<file path="src/csl_cfg.svh">
// Register offsets, field positions, reset values and counts of the caption slice latch block
`ifndef CSL_CFG_SVH
`define CSL_CFG_SVH

// ----------------------------------------
// Register byte offsets
// ----------------------------------------
`define CSL_OFF_LINE_SEL 12'h000
`define CSL_OFF_CTRL_TWO 12'h004
`define CSL_OFF_DATA_ONE 12'h008
`define CSL_OFF_DATA_TWO 12'h00C
`define CSL_OFF_RUNIN 12'h010
`define CSL_OFF_IRQ_STAT 12'h014
`define CSL_OFF_IRQ_EN 12'h018
`define CSL_OFF_IRQ_CLR 12'h01C

// ----------------------------------------
// Field positions
// ----------------------------------------
`define CSL_LS_MODE_HI 7
`define CSL_LS_MODE_LO 6
`define CSL_LS_FLAG2 5
`define CSL_CT2_FLAG1 0
`define CSL_RUNIN_LSB 3

// ----------------------------------------
// Reset values and constants
// ----------------------------------------
`define CSL_LINE_SEL_RST 8'h00
`define CSL_FIXED_LINE 5'h15
`define CSL_IRQ_EN_RST 1'h0

`endif

</file>
<file path="src/csl_pkg.sv">
// Types shared by the caption slice latch block
package csl_pkg;

	// One sliced line handed over by the slicing front end
	typedef struct packed {
		logic done;
		logic runin_ok;
		logic [15:0] data;
	} csl_line_s;

	// APB request fields
	typedef struct packed {
		logic psel;
		logic penable;
		logic pwrite;
		logic [11:0] paddr;
		logic [31:0] pwdata;
	} csl_apb_req_s;

	typedef enum logic [1:0] {
		CSL_IDLE,
		CSL_ACCESS
	} csl_bus_e;

	typedef struct packed {
		csl_bus_e bus;
		logic pready;
		logic pslverr;
		logic [31:0] prdata;
		logic [1:0] vsync_sync;
		logic [1:0] hsync_sync;
		logic vsync_prev;
		logic hsync_prev;
		logic [4:0] line_cnt;
		logic [7:0] line_sel;
		logic flag1;
		logic [15:0] data_one;
		logic [15:0] data_two;
		logic [4:0] runin;
		logic irq_stat;
		logic irq_en;
		logic irq_o;
		logic pulse_o;
	} csl_state_s;

endpackage

</file>
<file path="src/csl_top.sv">
// Caption slice result latch, line counter and slicer interrupt with APB registers
//
// Added by the designer: the register addresses and register access over APB.
`timescale 1ns/1ps
`include "csl_cfg.svh"

module csl_top
	import csl_pkg::*;
(
	// Clock, reset, enable
	input wire logic clock_i,
	input wire logic sys_rst_i,
	input wire logic clk_en_i,
	// APB slave
	input wire logic psel_i,
	input wire logic penable_i,
	input wire logic pwrite_i,
	input wire logic [11:0] paddr_i,
	input wire logic [31:0] pwdata_i,
	output logic [31:0] prdata_o,
	output logic pready_o,
	output logic pslverr_o,
	// Slicing front end
	input wire logic vsync_sep_i,
	input wire logic hsync_sep_i,
	input wire csl_line_s line_i,
	input wire logic [4:0] runin_count_i,
	// Interrupts
	output logic irq_o,
	output logic slice_irq_pulse_o
);

	csl_state_s r;
	csl_state_s next_r;

	// ----------------------------------------
	// Combinational next state
	// ----------------------------------------
	always_comb begin
		// Edge and match terms
		logic vs_fall;
		logic hs_rise;
		logic [1:0] mode;
		logic is_fixed;
		logic is_prog;
		logic got_line;
		logic slot_one;
		logic slot_two;
		logic fire;
		// Bus strobes
		logic wr;
		logic rd;

		// Every temporary gets a value first
		vs_fall = 1'b0;
		hs_rise = 1'b0;
		mode = 2'h0;
		is_fixed = 1'b0;
		is_prog = 1'b0;
		got_line = 1'b0;
		slot_one = 1'b0;
		slot_two = 1'b0;
		fire = 1'b0;
		wr = 1'b0;
		rd = 1'b0;
		next_r = r;

		// ----------------------------------------
		// Sync pins and edge detection
		// ----------------------------------------
		// Sync pins pass two flip-flops; only the second stage is read
		next_r.vsync_sync[0] = vsync_sep_i;
		next_r.vsync_sync[1] = r.vsync_sync[0];
		next_r.hsync_sync[0] = hsync_sep_i;
		next_r.hsync_sync[1] = r.hsync_sync[0];
		next_r.vsync_prev = r.vsync_sync[1];
		next_r.hsync_prev = r.hsync_sync[1];
		// Edge stages reset low, the idle level of both pins, so no edge follows reset
		// A falling vsync starts a field
		vs_fall = r.vsync_prev & ~r.vsync_sync[1];
		// A rising hsync counts one line
		hs_rise = ~r.hsync_prev & r.hsync_sync[1];

		// ----------------------------------------
		// Line counter
		// ----------------------------------------
		// Counter wraps past 31; a wrapped count may match the programmed line again
		if (vs_fall) begin
			next_r.line_cnt = 5'h00;
		end else if (hs_rise) begin
			next_r.line_cnt = r.line_cnt + 5'h01;
		end

		// ----------------------------------------
		// Line match and slot routing
		// ----------------------------------------
		mode = {r.line_sel[`CSL_LS_MODE_HI], r.line_sel[`CSL_LS_MODE_LO]};
		// Line 21 is a fixed count after field start
		is_fixed = (r.line_cnt == `CSL_FIXED_LINE);
		is_prog = (r.line_cnt == r.line_sel[4:0]);
		got_line = line_i.done & line_i.runin_ok;

		// Route each sliced line to its slot by mode
		// A programmed line equal to 21 goes to slot one only
		case (mode)
			2'b00: begin
				slot_one = is_fixed;
				slot_two = is_prog & ~is_fixed;
				fire = is_fixed;
			end
			2'b01: begin
				slot_one = is_prog;
				slot_two = 1'b0;
				fire = is_prog;
			end
			2'b10: begin
				slot_one = is_fixed;
				slot_two = 1'b0;
				fire = is_fixed;
			end
			2'b11: begin
				slot_one = is_fixed;
				slot_two = is_prog & ~is_fixed;
				fire = is_fixed;
			end
			default: begin
				slot_one = 1'b0;
				slot_two = 1'b0;
				fire = 1'b0;
			end
		endcase

		// ----------------------------------------
		// Result capture and field clear
		// ----------------------------------------
		// Pulse stands one cycle: it drops unless an event sets it below
		next_r.pulse_o = 1'b0;
		if (got_line) begin
			// Run-in count follows every confirmed line; only valid once the interrupt is seen
			next_r.runin = runin_count_i;
			if (slot_one) begin
				next_r.data_one = line_i.data;
				next_r.flag1 = 1'b1;
			end
			if (slot_two) begin
				next_r.data_two = line_i.data;
				next_r.line_sel[`CSL_LS_FLAG2] = 1'b1;
			end
		end
		// Field start wins over a line landing in the same cycle
		if (vs_fall) begin
			next_r.flag1 = 1'b0;
			next_r.line_sel[`CSL_LS_FLAG2] = 1'b0;
			next_r.data_one = 16'h0000;
			next_r.data_two = 16'h0000;
		end

		// ----------------------------------------
		// APB slave, one wait state
		// ----------------------------------------
		// Ready comes one cycle into the access phase and stands one cycle; the state
		// then idles one cycle, and a setup that follows at once still stands then
		next_r.pready = 1'b0;
		// Error stands only together with ready
		next_r.pslverr = 1'b0;
		case (r.bus)
			CSL_IDLE: begin
				if (psel_i & ~penable_i) begin
					next_r.bus = CSL_ACCESS;
				end else begin
					next_r.bus = CSL_IDLE;
				end
			end
			CSL_ACCESS: begin
				if (psel_i & penable_i & ~r.pready) begin
					next_r.pready = 1'b1;
					wr = pwrite_i;
					rd = ~pwrite_i;
				end else if (r.pready) begin
					next_r.bus = CSL_IDLE;
				end else begin
					next_r.bus = CSL_ACCESS;
				end
			end
			default: begin
				next_r.bus = CSL_IDLE;
			end
		endcase

		// ----------------------------------------
		// Register read
		// ----------------------------------------
		if (rd) begin
			next_r.prdata = 32'h0000_0000;
			case (paddr_i)
				// Mode, flag 2 and line number
				`CSL_OFF_LINE_SEL: begin
					next_r.prdata[7:0] = r.line_sel;
				end
				// Flag 1 alone
				`CSL_OFF_CTRL_TWO: begin
					next_r.prdata[`CSL_CT2_FLAG1] = r.flag1;
				end
				// Caption words in the low half
				`CSL_OFF_DATA_ONE: begin
					next_r.prdata[15:0] = r.data_one;
				end
				`CSL_OFF_DATA_TWO: begin
					next_r.prdata[15:0] = r.data_two;
				end
				// Run-in count sits above three unused bits
				`CSL_OFF_RUNIN: begin
					next_r.prdata[`CSL_RUNIN_LSB +: 5] = r.runin;
				end
				// Sticky status, enable and a clear word that reads zero
				`CSL_OFF_IRQ_STAT: begin
					next_r.prdata[0] = r.irq_stat;
				end
				`CSL_OFF_IRQ_EN: begin
					next_r.prdata[0] = r.irq_en;
				end
				`CSL_OFF_IRQ_CLR: begin
					next_r.prdata[0] = 1'b0;
				end
				default: begin
					next_r.pslverr = 1'b1;
				end
			endcase
		end

		// ----------------------------------------
		// Register write
		// ----------------------------------------
		if (wr) begin
			case (paddr_i)
				// Flag 2 is hardware-owned, software writes only mode and line
				`CSL_OFF_LINE_SEL: begin
					next_r.line_sel[7:6] = pwdata_i[7:6];
					next_r.line_sel[4:0] = pwdata_i[4:0];
				end
				`CSL_OFF_IRQ_EN: begin
					next_r.irq_en = pwdata_i[0];
				end
				// Write one to clear the status
				`CSL_OFF_IRQ_CLR: begin
					if (pwdata_i[0]) begin
						next_r.irq_stat = 1'b0;
					end
				end
				// Read-only words take a write without effect and without error
				`CSL_OFF_CTRL_TWO: begin
					next_r.pslverr = 1'b0;
				end
				`CSL_OFF_DATA_ONE: begin
					next_r.pslverr = 1'b0;
				end
				`CSL_OFF_DATA_TWO: begin
					next_r.pslverr = 1'b0;
				end
				`CSL_OFF_RUNIN: begin
					next_r.pslverr = 1'b0;
				end
				`CSL_OFF_IRQ_STAT: begin
					next_r.pslverr = 1'b0;
				end
				default: begin
					next_r.pslverr = 1'b1;
				end
			endcase
		end

		// ----------------------------------------
		// Slicer interrupt
		// ----------------------------------------
		// Event after the clear write so the set beats a same-cycle clear
		if (got_line & fire) begin
			next_r.pulse_o = 1'b1;
			next_r.irq_stat = 1'b1;
		end
		// Level follows the next status and enable, so it moves on the same edge
		next_r.irq_o = next_r.irq_stat & next_r.irq_en;
	end

	// ----------------------------------------
	// State register
	// ----------------------------------------
	// Clock enable low freezes every field, bus handshake included
	always_ff @(posedge clock_i) begin
		if (sys_rst_i) begin
			// Bus side
			r.bus <= CSL_IDLE;
			r.pready <= 1'b0;
			r.pslverr <= 1'b0;
			r.prdata <= 32'h0000_0000;
			// Sync stages and line counter
			r.vsync_sync <= 2'h0;
			r.hsync_sync <= 2'h0;
			r.vsync_prev <= 1'b0;
			r.hsync_prev <= 1'b0;
			r.line_cnt <= 5'h00;
			// Registers and results
			r.line_sel <= `CSL_LINE_SEL_RST;
			r.flag1 <= 1'b0;
			r.data_one <= 16'h0000;
			r.data_two <= 16'h0000;
			r.runin <= 5'h00;
			// Interrupt
			r.irq_stat <= 1'b0;
			r.irq_en <= `CSL_IRQ_EN_RST;
			r.irq_o <= 1'b0;
			r.pulse_o <= 1'b0;
		end else if (clk_en_i) begin
			r <= next_r;
		end
	end

	// ----------------------------------------
	// Output ports
	// ----------------------------------------
	// All outputs come straight from the state flip-flops
	assign prdata_o = r.prdata;
	assign pready_o = r.pready;
	assign pslverr_o = r.pslverr;
	assign irq_o = r.irq_o;
	assign slice_irq_pulse_o = r.pulse_o;

endmodule
</file>
<file path="config.mk">
export PLATFORM = sky130hd
export DESIGN_NAME = csl_top
export DESIGN_NICKNAME = d
export VERILOG_FILES = /design/src/csl_pkg.sv /design/src/csl_top.sv
export VERILOG_INCLUDE_DIRS = /design/src
export SDC_FILE = /design/constraint.sdc
export NUM_CORES = 1
export LEC_CHECK = 0
export ABC_AREA = 1
export BUFFER_PORTS_ARGS = -buffer_cell sky130_fd_sc_hd__buf_2
export CAP_MARGIN = 20
export CELL_PAD_IN_SITES_DETAIL_PLACEMENT = 1
export CELL_PAD_IN_SITES_GLOBAL_PLACEMENT = 1
export CORE_MARGIN = 2
export CORE_UTILIZATION = 31
export DETAILED_ROUTE_END_ITERATION = 8
export PLACE_DENSITY_LB_ADDON = 0.12
export SLEW_MARGIN = 20
export SYNTH_ARGS = -nofsm -noshare
export SYNTH_HDL_FRONTEND = slang
export SYNTH_SLANG_ARGS = --single-unit
export TNS_END_PERCENT = 5
</file>
<file path="constraint.sdc">
create_clock -name clock_i -period 2.3 [get_ports clock_i]
set_clock_uncertainty 0.1 [all_clocks]
set_input_delay 0.46 -clock clock_i [delete_from_list [all_inputs] [get_ports clock_i]]
set_output_delay 0.46 -clock clock_i [all_outputs]
set_load 0.01 [all_outputs]
</file>
### Word level (Yosys, flattened, before mapping)

Index checks and enable logic that the tools add are counted.

| storage, ports and cells | value |
|---|---|
| memory bits (writable) | 0 |
| latch bits | 0 |
| input bits | 75 |
| memories | 0 |
| ROM bits | 0 |
| output and inout bits | 36 |
| logic and storage cells | 104 |
| flip-flop bits (word level) | 81 |

| cells by class | value |
|---|---|
| bitwise gates (word level) | 15 |
| shift-type cells | 0 |
| divide/modulo/power cells | 0 |
| add/sub/neg operators | 1 |
| order comparisons | 0 |
| reduce and logical (&&, ||, !) cells | 20 |
| equal/unequal tests | 14 |
| multipliers | 0 |
| mux-type cells | 35 |

Operators with widths:

| kind | count |
|---|---|
| $mux W33 | 2 |
| $eq A12 B5 Y1 const B | 4 |
| $mux W38 | 1 |
| $eq A12 B4 Y1 const B | 2 |
| $pmux W5 S4 | 1 |
| $mux W1 | 18 |
| $mux W17 | 1 |
| $mux W16 | 1 |
| $pmux W8 S2 | 1 |
| $eq A12 B3 Y1 const B | 1 |
| $logic_not A12 Y1 | 1 |
| $mux W5 | 2 |
| $and A1 B1 Y1 | 9 |
| $reduce_and A3 Y1 | 3 |
| $reduce_and A2 Y1 | 4 |
| $reduce_bool A2 Y1 | 4 |
| $reduce_or A8 Y1 | 1 |
| $not A1 Y1 | 6 |
| $pmux W1 S2 | 3 |
| $pmux W1 S6 | 1 |
| $pmux W2 S3 | 1 |
| $reduce_or A3 Y1 | 2 |
| $add A5 B1 Y5 const B | 1 |
| $eq A5 B5 Y1 | 1 |
| other kinds (9) | 14 |

### Depth between registers and ports, before layout

Gate-level depths: netlist of run 1.

| depth | value |
|---|---|
| depth in word-level cells | 7 |
| mapped depth | 11 |
| mapped depth without buffers | 10 |

### Worst setup path before layout of run 1

Ideal clock, no wire load.

| timing | value |
|---|---|
| path kind | input to register |
| start | in paddr_i[1] |
| end | reg r[49] in the netlist's numbering |
| library setup time | 0.130 ns |
| stages on the path | 9 |
| data arrival time | 1.489 ns |
| path slack | 0.581 ns |
| path through | nor2_1 nand3_1 inv_1 nand2_2 nor2_2 buf_4 nor2_1 a21oi_1 nor2_1 |

| between the ends | value |
|---|---|
| cells in the longest elaborated chain, start to end | 2 |

Ends and longest elaborated chain:

| item | line | text |
|---|---|---|
| start: declaration | csl_top.sv:18 | `input wire logic [11:0] paddr_i,` |
| $logic_not A12 Y1 | csl_top.sv:235 | `case (paddr_i)` |
| $reduce_and A3 Y1 (no source line) | - |  |
| end signal: assignment | csl_top.sv:313 | `r <= next_r;` |
| end: declaration | csl_top.sv:33 | `csl_state_s r;` |

No other way between the ends.
A chain may end at the register's enable or synchronous reset.

### Worst setup path in the final report of run 1

| timing | value |
|---|---|
| start | reg r[50] in the netlist's numbering |
| end | reg r[47] in the netlist's numbering |

| between the ends | value |
|---|---|
| cells in the longest elaborated chain, start to end | 6 |
| elaborated cells between the ends (all ways) | 7 |

Ends and longest elaborated chain:

| item | line | text |
|---|---|---|
| $eq A5 B5 Y1 (no source line) | - |  |
| $not A1 Y1 | csl_top.sv:108, csl_top.sv:123 |  |
| $and A1 B1 Y1 (*) | csl_top.sv:108, csl_top.sv:123 |  |
| $pmux W1 S2 (*) | csl_top.sv:105 | `case (mode)` |
| $reduce_bool A2 Y1 (no source line) (*) | - |  |
| $reduce_and A3 Y1 (no source line) (*) | - |  |

Every way passes the cells marked *; elsewhere a longest branch is shown, timed or not.

==> run metrics, run 1 <==
status finished, final reports clean; Worst Max-Slew Pin Slew 0.717 ns; initial core utilization 31.5%; reg2reg setup slack 0.25 ns; Final ANT Viol Nets 0; post-route clock period utilization 89.3%; Synth cell types 32; hold_sp vsync_sep_i; GPL Wtd Cong 0.819; Layout Nets 715; vias in the first global route 4066; Post-DP Area 0.00453 sq mm; Setup TNS 0 ns; worst r2r dst r[47]; number of I/O pins 111; largest net degree at the start of global routing 58; Crit-path slowest cell or2_1; setup violators final 0; switching portion of total power 25.2%; Worst setup SP type flip-flop; # diodes 0; Via-to-Cell Ratio 4.80; grt ovf 0; CP Class flip-flop to flip-flop; combinational cell fraction of total power 8.2%; Top delay family on crit path simple AND/OR/NAND/NOR gates; clk sinks 80; Seq/Total Area, Yosys 38.9%; ys async rst share 0%; clock root cell clkbuf_16; Highest Clock Rate 0.487 GHz; global-route wire length before repair 21200 um; clk buf depth 2; DR WL/cell 15.7 um; post-synth top area cell dfxtp_1; Post-synth EDFFs 0; Worst EP required 2.46 ns; commonest non-fill, non-tap cell in the layout nand2_1; Peak VDD IR 0.000294 V; Internal 2.33 mW; port bufs 69; Non-Filler Instances 818; Area contributors post-synth dfxtp_1, nand2_1, nand3_1; RSZ-0062 raised after global routing no; # DRC 0; full die area 0.0142 sq mm; Setup Buffers After CTS 0; Core Area 0.0131 sq mm; Hold Path Stages 3; CTS tree built; Worst Hold Endpoint next_r[60]; final worst slack 0.247 ns; post_cts resized 0; final core utilization 36.9%; Seq pwr share 45.5%; fin area 0.00482 sq mm; Die Wd 119 um; data arrival time of the critical path 2.21 ns; Yosys top cell area share 38.9%; final hold viol count 0; area added between synthesis and finish 17.2%; maxcap violations 0; Worst slew margin 52.2%; dpl ws 0.157 ns; Synth Instances 583; worst-path fanout max 10; drt initial violations 278; Die Ht 119 um; H-tree levels 3; detailed-route via count 3928; clock share of power 46.3%; initial antenna violation count 0; 1st-pass router iterations 5; cells on worst reg2reg path 7; placed insts 802; crit-path max cell delay 0.45 ns; CP bufs+invs 1; placement row count 42; FILL cells 1687; total routed wirelength 12900 um; Max Slew Vio Count 0; Most common cell on crit path nand4_1; Overall Global Routing Usage 18.8%; Reg-to-Reg Start r[50]; hpwl dp 9390 um; FF+latch count, synth 80; syn avg cell area 7.06 sq um; clock slew at reported path FFs 0.06 ns; critical-path cell list ha_1 -> nand4_1 -> nand4_1 -> or2_1 -> buf_4 -> nand3_1 -> a21oi_2; mapped cell area 0.00412 sq mm; CTS buffer count 9; Worst-Skew Late Latency 0.34 ns; Min-Delay Path Class primary input to flip-flop; ys flop type dfxtp_1; Psw 0.788 mW; share of post-route cells with drive strength above 1 22.3%; Period minus WS final 2.05 ns; PD cells 647 mW/mm^2; Ys Warns 0; cts hold-fix bufs 0; highest-count cells in the layout ignoring fill and taps nand2_1, dfxtp_1, nand3_1; Leak 1.99 nW; Setup crit end kind flip-flop
-- logic make-up after synthesis --
kind of cell,Yosys count,share of synthesized area (%)
simple gates,297,33.0
buf+inv,107,13.6
compound gates,94,13.3
flops,80,38.9
fa+ha+maj,3,0.912
xor+xnor,1,0.213
other cells,1,0.0911
-- through the flow --
step	power, mW	hold slack, ns
global placement	1.70	0.350
detailed placement	1.71	0.356
global route	3.26	0.265
finish	3.12	0.244
floorplan	1.63	0.331
CTS	3.16	0.242
-- worst max-delay path by stage --
| stage | start | end | slack, ns | depth (start not counted) |
|---|---|---|---|---|
| after global routing | r[50] | r[47] | 0.06 | 7 |
| after detailed placement | paddr_i[1] | r[42] | 0.16 | 9 |
| after floorplan | paddr_i[1] | r[49] | 0.58 | 9 |
| after global placement | paddr_i[1] | r[42] | 0.19 | 9 |
| after CTS | r[50] | r[47] | 0.21 | 7 |
| final | r[50] | r[47] | 0.25 | 7 |
-- layout make-up --
class | count | area [sq um] | share of cell area [%]
clock buffers | 10 | 229 | 4.75
clock inverters | 6 | 65.1 | 1.35
inverters | 45 | 169 | 3.50
multi-input cells | 411 | 2010 | 41.7
flip-flops and latches | 80 | 1600 | 33.2
well taps | 176 | 220 | 4.56
repair buffers | 90 | 528 | 10.9
-- Yosys cell counts, types with 2 or more instances --
library cell and instances:
nand2_1 108, dfxtp_1 80, nand3_1 74, nor2_1 62
a21oi_1 50, inv_1 37, buf_4 33, nand4_1 25
o21ai_0 19, clkbuf_1 14, nand2_2 12, a21oi_2 11
o211ai_1 9, buf_2 8, inv_2 7, nor3_1 6
buf_1 5, nor2_2 4, ha_1 3, a211oi_1 2
nand3_2 2, o21a_1 2
-- layer usage --
| layer | wire [um] | GRT usage (%) | share of wire [%] | vias up |
|---|---|---|---|---|
| met5 | 0 | 0 | 0 | - |
| met1 | 6460 | 25.9 | 50 | 1849 |
| met4 | 164 | 5.21 | 1.3 | 0 |
| met3 | 498 | 3.69 | 3.9 | 10 |
| met2 | 5750 | 30.1 | 45 | 77 |
| li1 | - | - | - | 1992 |
-- power by group through the flow --
stage	sequential, mW	combinational, mW	clock [mW]
CTS	1.42	0.259	1.48
floorplan	1.45	0.180	0
global route	1.42	0.288	1.55
finish	1.42	0.255	1.45
detailed placement	1.45	0.258	0
global placement	1.45	0.251	0
-- flip-flops by register name, summed over array words and instances, names as in the netlist --
signal and cells:
r 56, prdata_o 16, next_r 4, irq_o 1
pready_o 1, pslverr_o 1, slice_irq_pulse_o 1
-- worst min-delay path, delay by kind of cell --
kind | cells | cell delay, ns
simple gates | 2 | 0.11
buf+inv | 1 | 0.08
Power figures use the tool's default switching activity.
==> inputs of run 2 (changes only) <==
clock period = 2.4 ns   (was 2.3 ns; I/O delays follow)
==> run 2 against run 1 <==
Compared with the run above:
- power decreased by 8.4%
- critical path depth stayed put
- via count decreased by 0.28%
- sequential cell count unchanged
- register-to-register slack improved by 0.15 ns
- global-route usage about the same
- first-iteration DRC count is 17% lower
- largest cell class unchanged
==> run metrics, run 2 (synthesis results as in run 1) <==
status finished, final reports clean; CP Class flip-flop to flip-flop; critical path endpoint r[22]; Most common cell on crit path nand4_1; final core utilization 36.5% (-0.42 points); initial core utilization 31.5% (unchanged); Reg-to-Reg Start r[50]; Worst setup SP type flip-flop; Die Wd 119 um (unchanged); GPL Wtd Cong 0.807 (-1.5%); cells on worst reg2reg path 7 (unchanged); Min-Delay Path Class primary input to flip-flop; total routed wirelength 12800 um (-0.78%); met3 usage 3.30% (-0.38 points); grt ovf 0 (unchanged); setup violators final 0 (unchanged); Hold WS 0.264 ns (+0.0201 ns); Setup Buffers After CTS 0 (unchanged); port bufs 69 (unchanged); Worst-Skew Late Latency 0.34 ns (about the same); Period minus WS final 2.01 ns (-0.0457 ns); drt initial violations 230 (-17%); Crit-path slowest cell or2_1; clk sinks 80 (unchanged); clk buf depth 2 (unchanged); share of post-route cells with drive strength above 1 21.8% (-0.45 points); multi-input logic area 0.00201 sq mm (unchanged); Setup TNS 0 ns (unchanged); vias in the first global route 3965 (-2.5%); FILL cells 1679 (-0.47%); Max Slew Vio Count 0 (unchanged); final hold viol count 0 (unchanged); clock slew at reported path FFs 0.06 ns (about the same); clock root cell clkbuf_16; global-route wire length before repair 20800 um (-1.8%); full die area 0.0142 sq mm (unchanged); Largest register FFs 56 (unchanged); crit-path max cell delay 0.45 ns (about the same); critical-path cell list ha_1 -> nand4_1 -> nand4_1 -> or2_1 -> buf_4 -> nand3_1 -> a21oi_2; PD cells 600 mW/mm^2 (-7.3%); H-tree levels 3 (unchanged); post_cts resized 0 (unchanged); detailed-route via count 3917 (-0.28%); Worst EP required 2.56 ns (+0.10 ns); post-route clock period utilization 83.7% (-5.6 points); Setup crit end kind flip-flop; Leak 1.96 nW (-1.4%); Worst slew margin 52.8% (+0.66 points); largest net degree at the start of global routing 58 (unchanged); gr busiest metal met2; RSZ-0062 raised after global routing no; Worst Setup SP r[50]; worst r2r dst r[22]; Overall Global Routing Usage 18.8% (about the same); Via-to-Cell Ratio 4.82 (+0.33%); M1 GR Usage 25.4% (-0.43 points); Peak VDD IR 0.000293 V (-0.17%); Most flops, register r; # diodes 0 (unchanged); DR WL/cell 15.7 um (-0.17%); commonest non-fill, non-tap cell in the layout nand2_1; Layout Nets 712 (-0.42%); Core Area 0.0131 sq mm (unchanged); total power 2.86 mW (-8.4%); CTS tree built; highest-count cells in the layout ignoring fill and taps nand2_1, dfxtp_1, nand3_1; worst-path fanout max 10 (unchanged); GRT met2 Usage 30.2% (+0.18 points); initial antenna violation count 0 (unchanged); placement row count 42 (unchanged); Final ANT Viol Nets 0 (unchanged); Register Area 0.00160 sq mm (unchanged); maxcap violations 0 (unchanged); Die Ht 119 um (unchanged); Highest Clock Rate 0.498 GHz (+2.3%); reg2reg setup slack 0.39 ns (+0.15 ns); # DRC 0 (unchanged); data arrival time of the critical path 2.17 ns (-0.04 ns); number of I/O pins 111 (unchanged); hpwl dp 9270 um (-1.3%); 1st-pass router iterations 4 (-1); Worst Max-Slew Pin Slew 0.707 ns (-0.00996 ns); CTS buffer count 9 (unchanged); cts hold-fix bufs 0 (unchanged); area added between synthesis and finish 15.9%
-- run 2: final cells by class --
cell class	count	share of cell area [%]
flip-flops and latches	80	33.6
clock inverters	4	0.472
clock buffers	10	5.01
well taps	176	4.62
inverters	45	3.54
repair buffers	87	10.6
multi-input cells	411	42.2
-- run 2: how the worst min path moves through the flow --
stage                 from    endpoint  slack [ns]  cells past startpoint
2_1_floorplan        r[41]       r[41]        0.33                      2
3_3_place_gp         r[41]       r[41]        0.35                      2
3_5_place_dp         r[41]       r[41]        0.34                      2
4_1_cts        hsync_sep_i  next_r[58]        0.26                      3
5_1_grt        hsync_sep_i  next_r[58]        0.27                      3
6_report       hsync_sep_i  next_r[58]        0.26                      3
-- run 2: worst max-delay path: cells and delay by family (launching register included) --
kind                       cells  cell delay [ns]
AOI/OAI and AO/OA              1             0.15
adders and majority gates      1             0.19
buffers and inverters          1             0.28
DFF                            1             0.42
and+or+nand+nor                4             0.78
-- run 2: metrics by stage --
step	setup WS, ns	cells	cell area (sq um)
6_report	0.392	813	4770
5_1_grt	0.191	813	4770
4_1_cts	0.356	813	4770
3_5_place_dp	0.151	799	4510
3_3_place_gp	0.214	799	4510
2_1_floorplan	0.661	598	4170
-- run 2: per-layer routing --
| layer | wire, um | vias to the layer above |
|---|---|---|
| met2 | 5710 | 95 |
| met5 | 0 | - |
| li1 | - | 1995 |
| met4 | 184 | 0 |
| met1 | 6230 | 1816 |
| met3 | 655 | 11 |
-- run 2: where the power goes --
part	switching, mW	total (mW)	internal (mW)	leakage [nW]
registers	0.0134	1.36	1.35	0.647
logic	0.166	0.242	0.0758	1.18
clock network	0.545	1.26	0.712	0.130
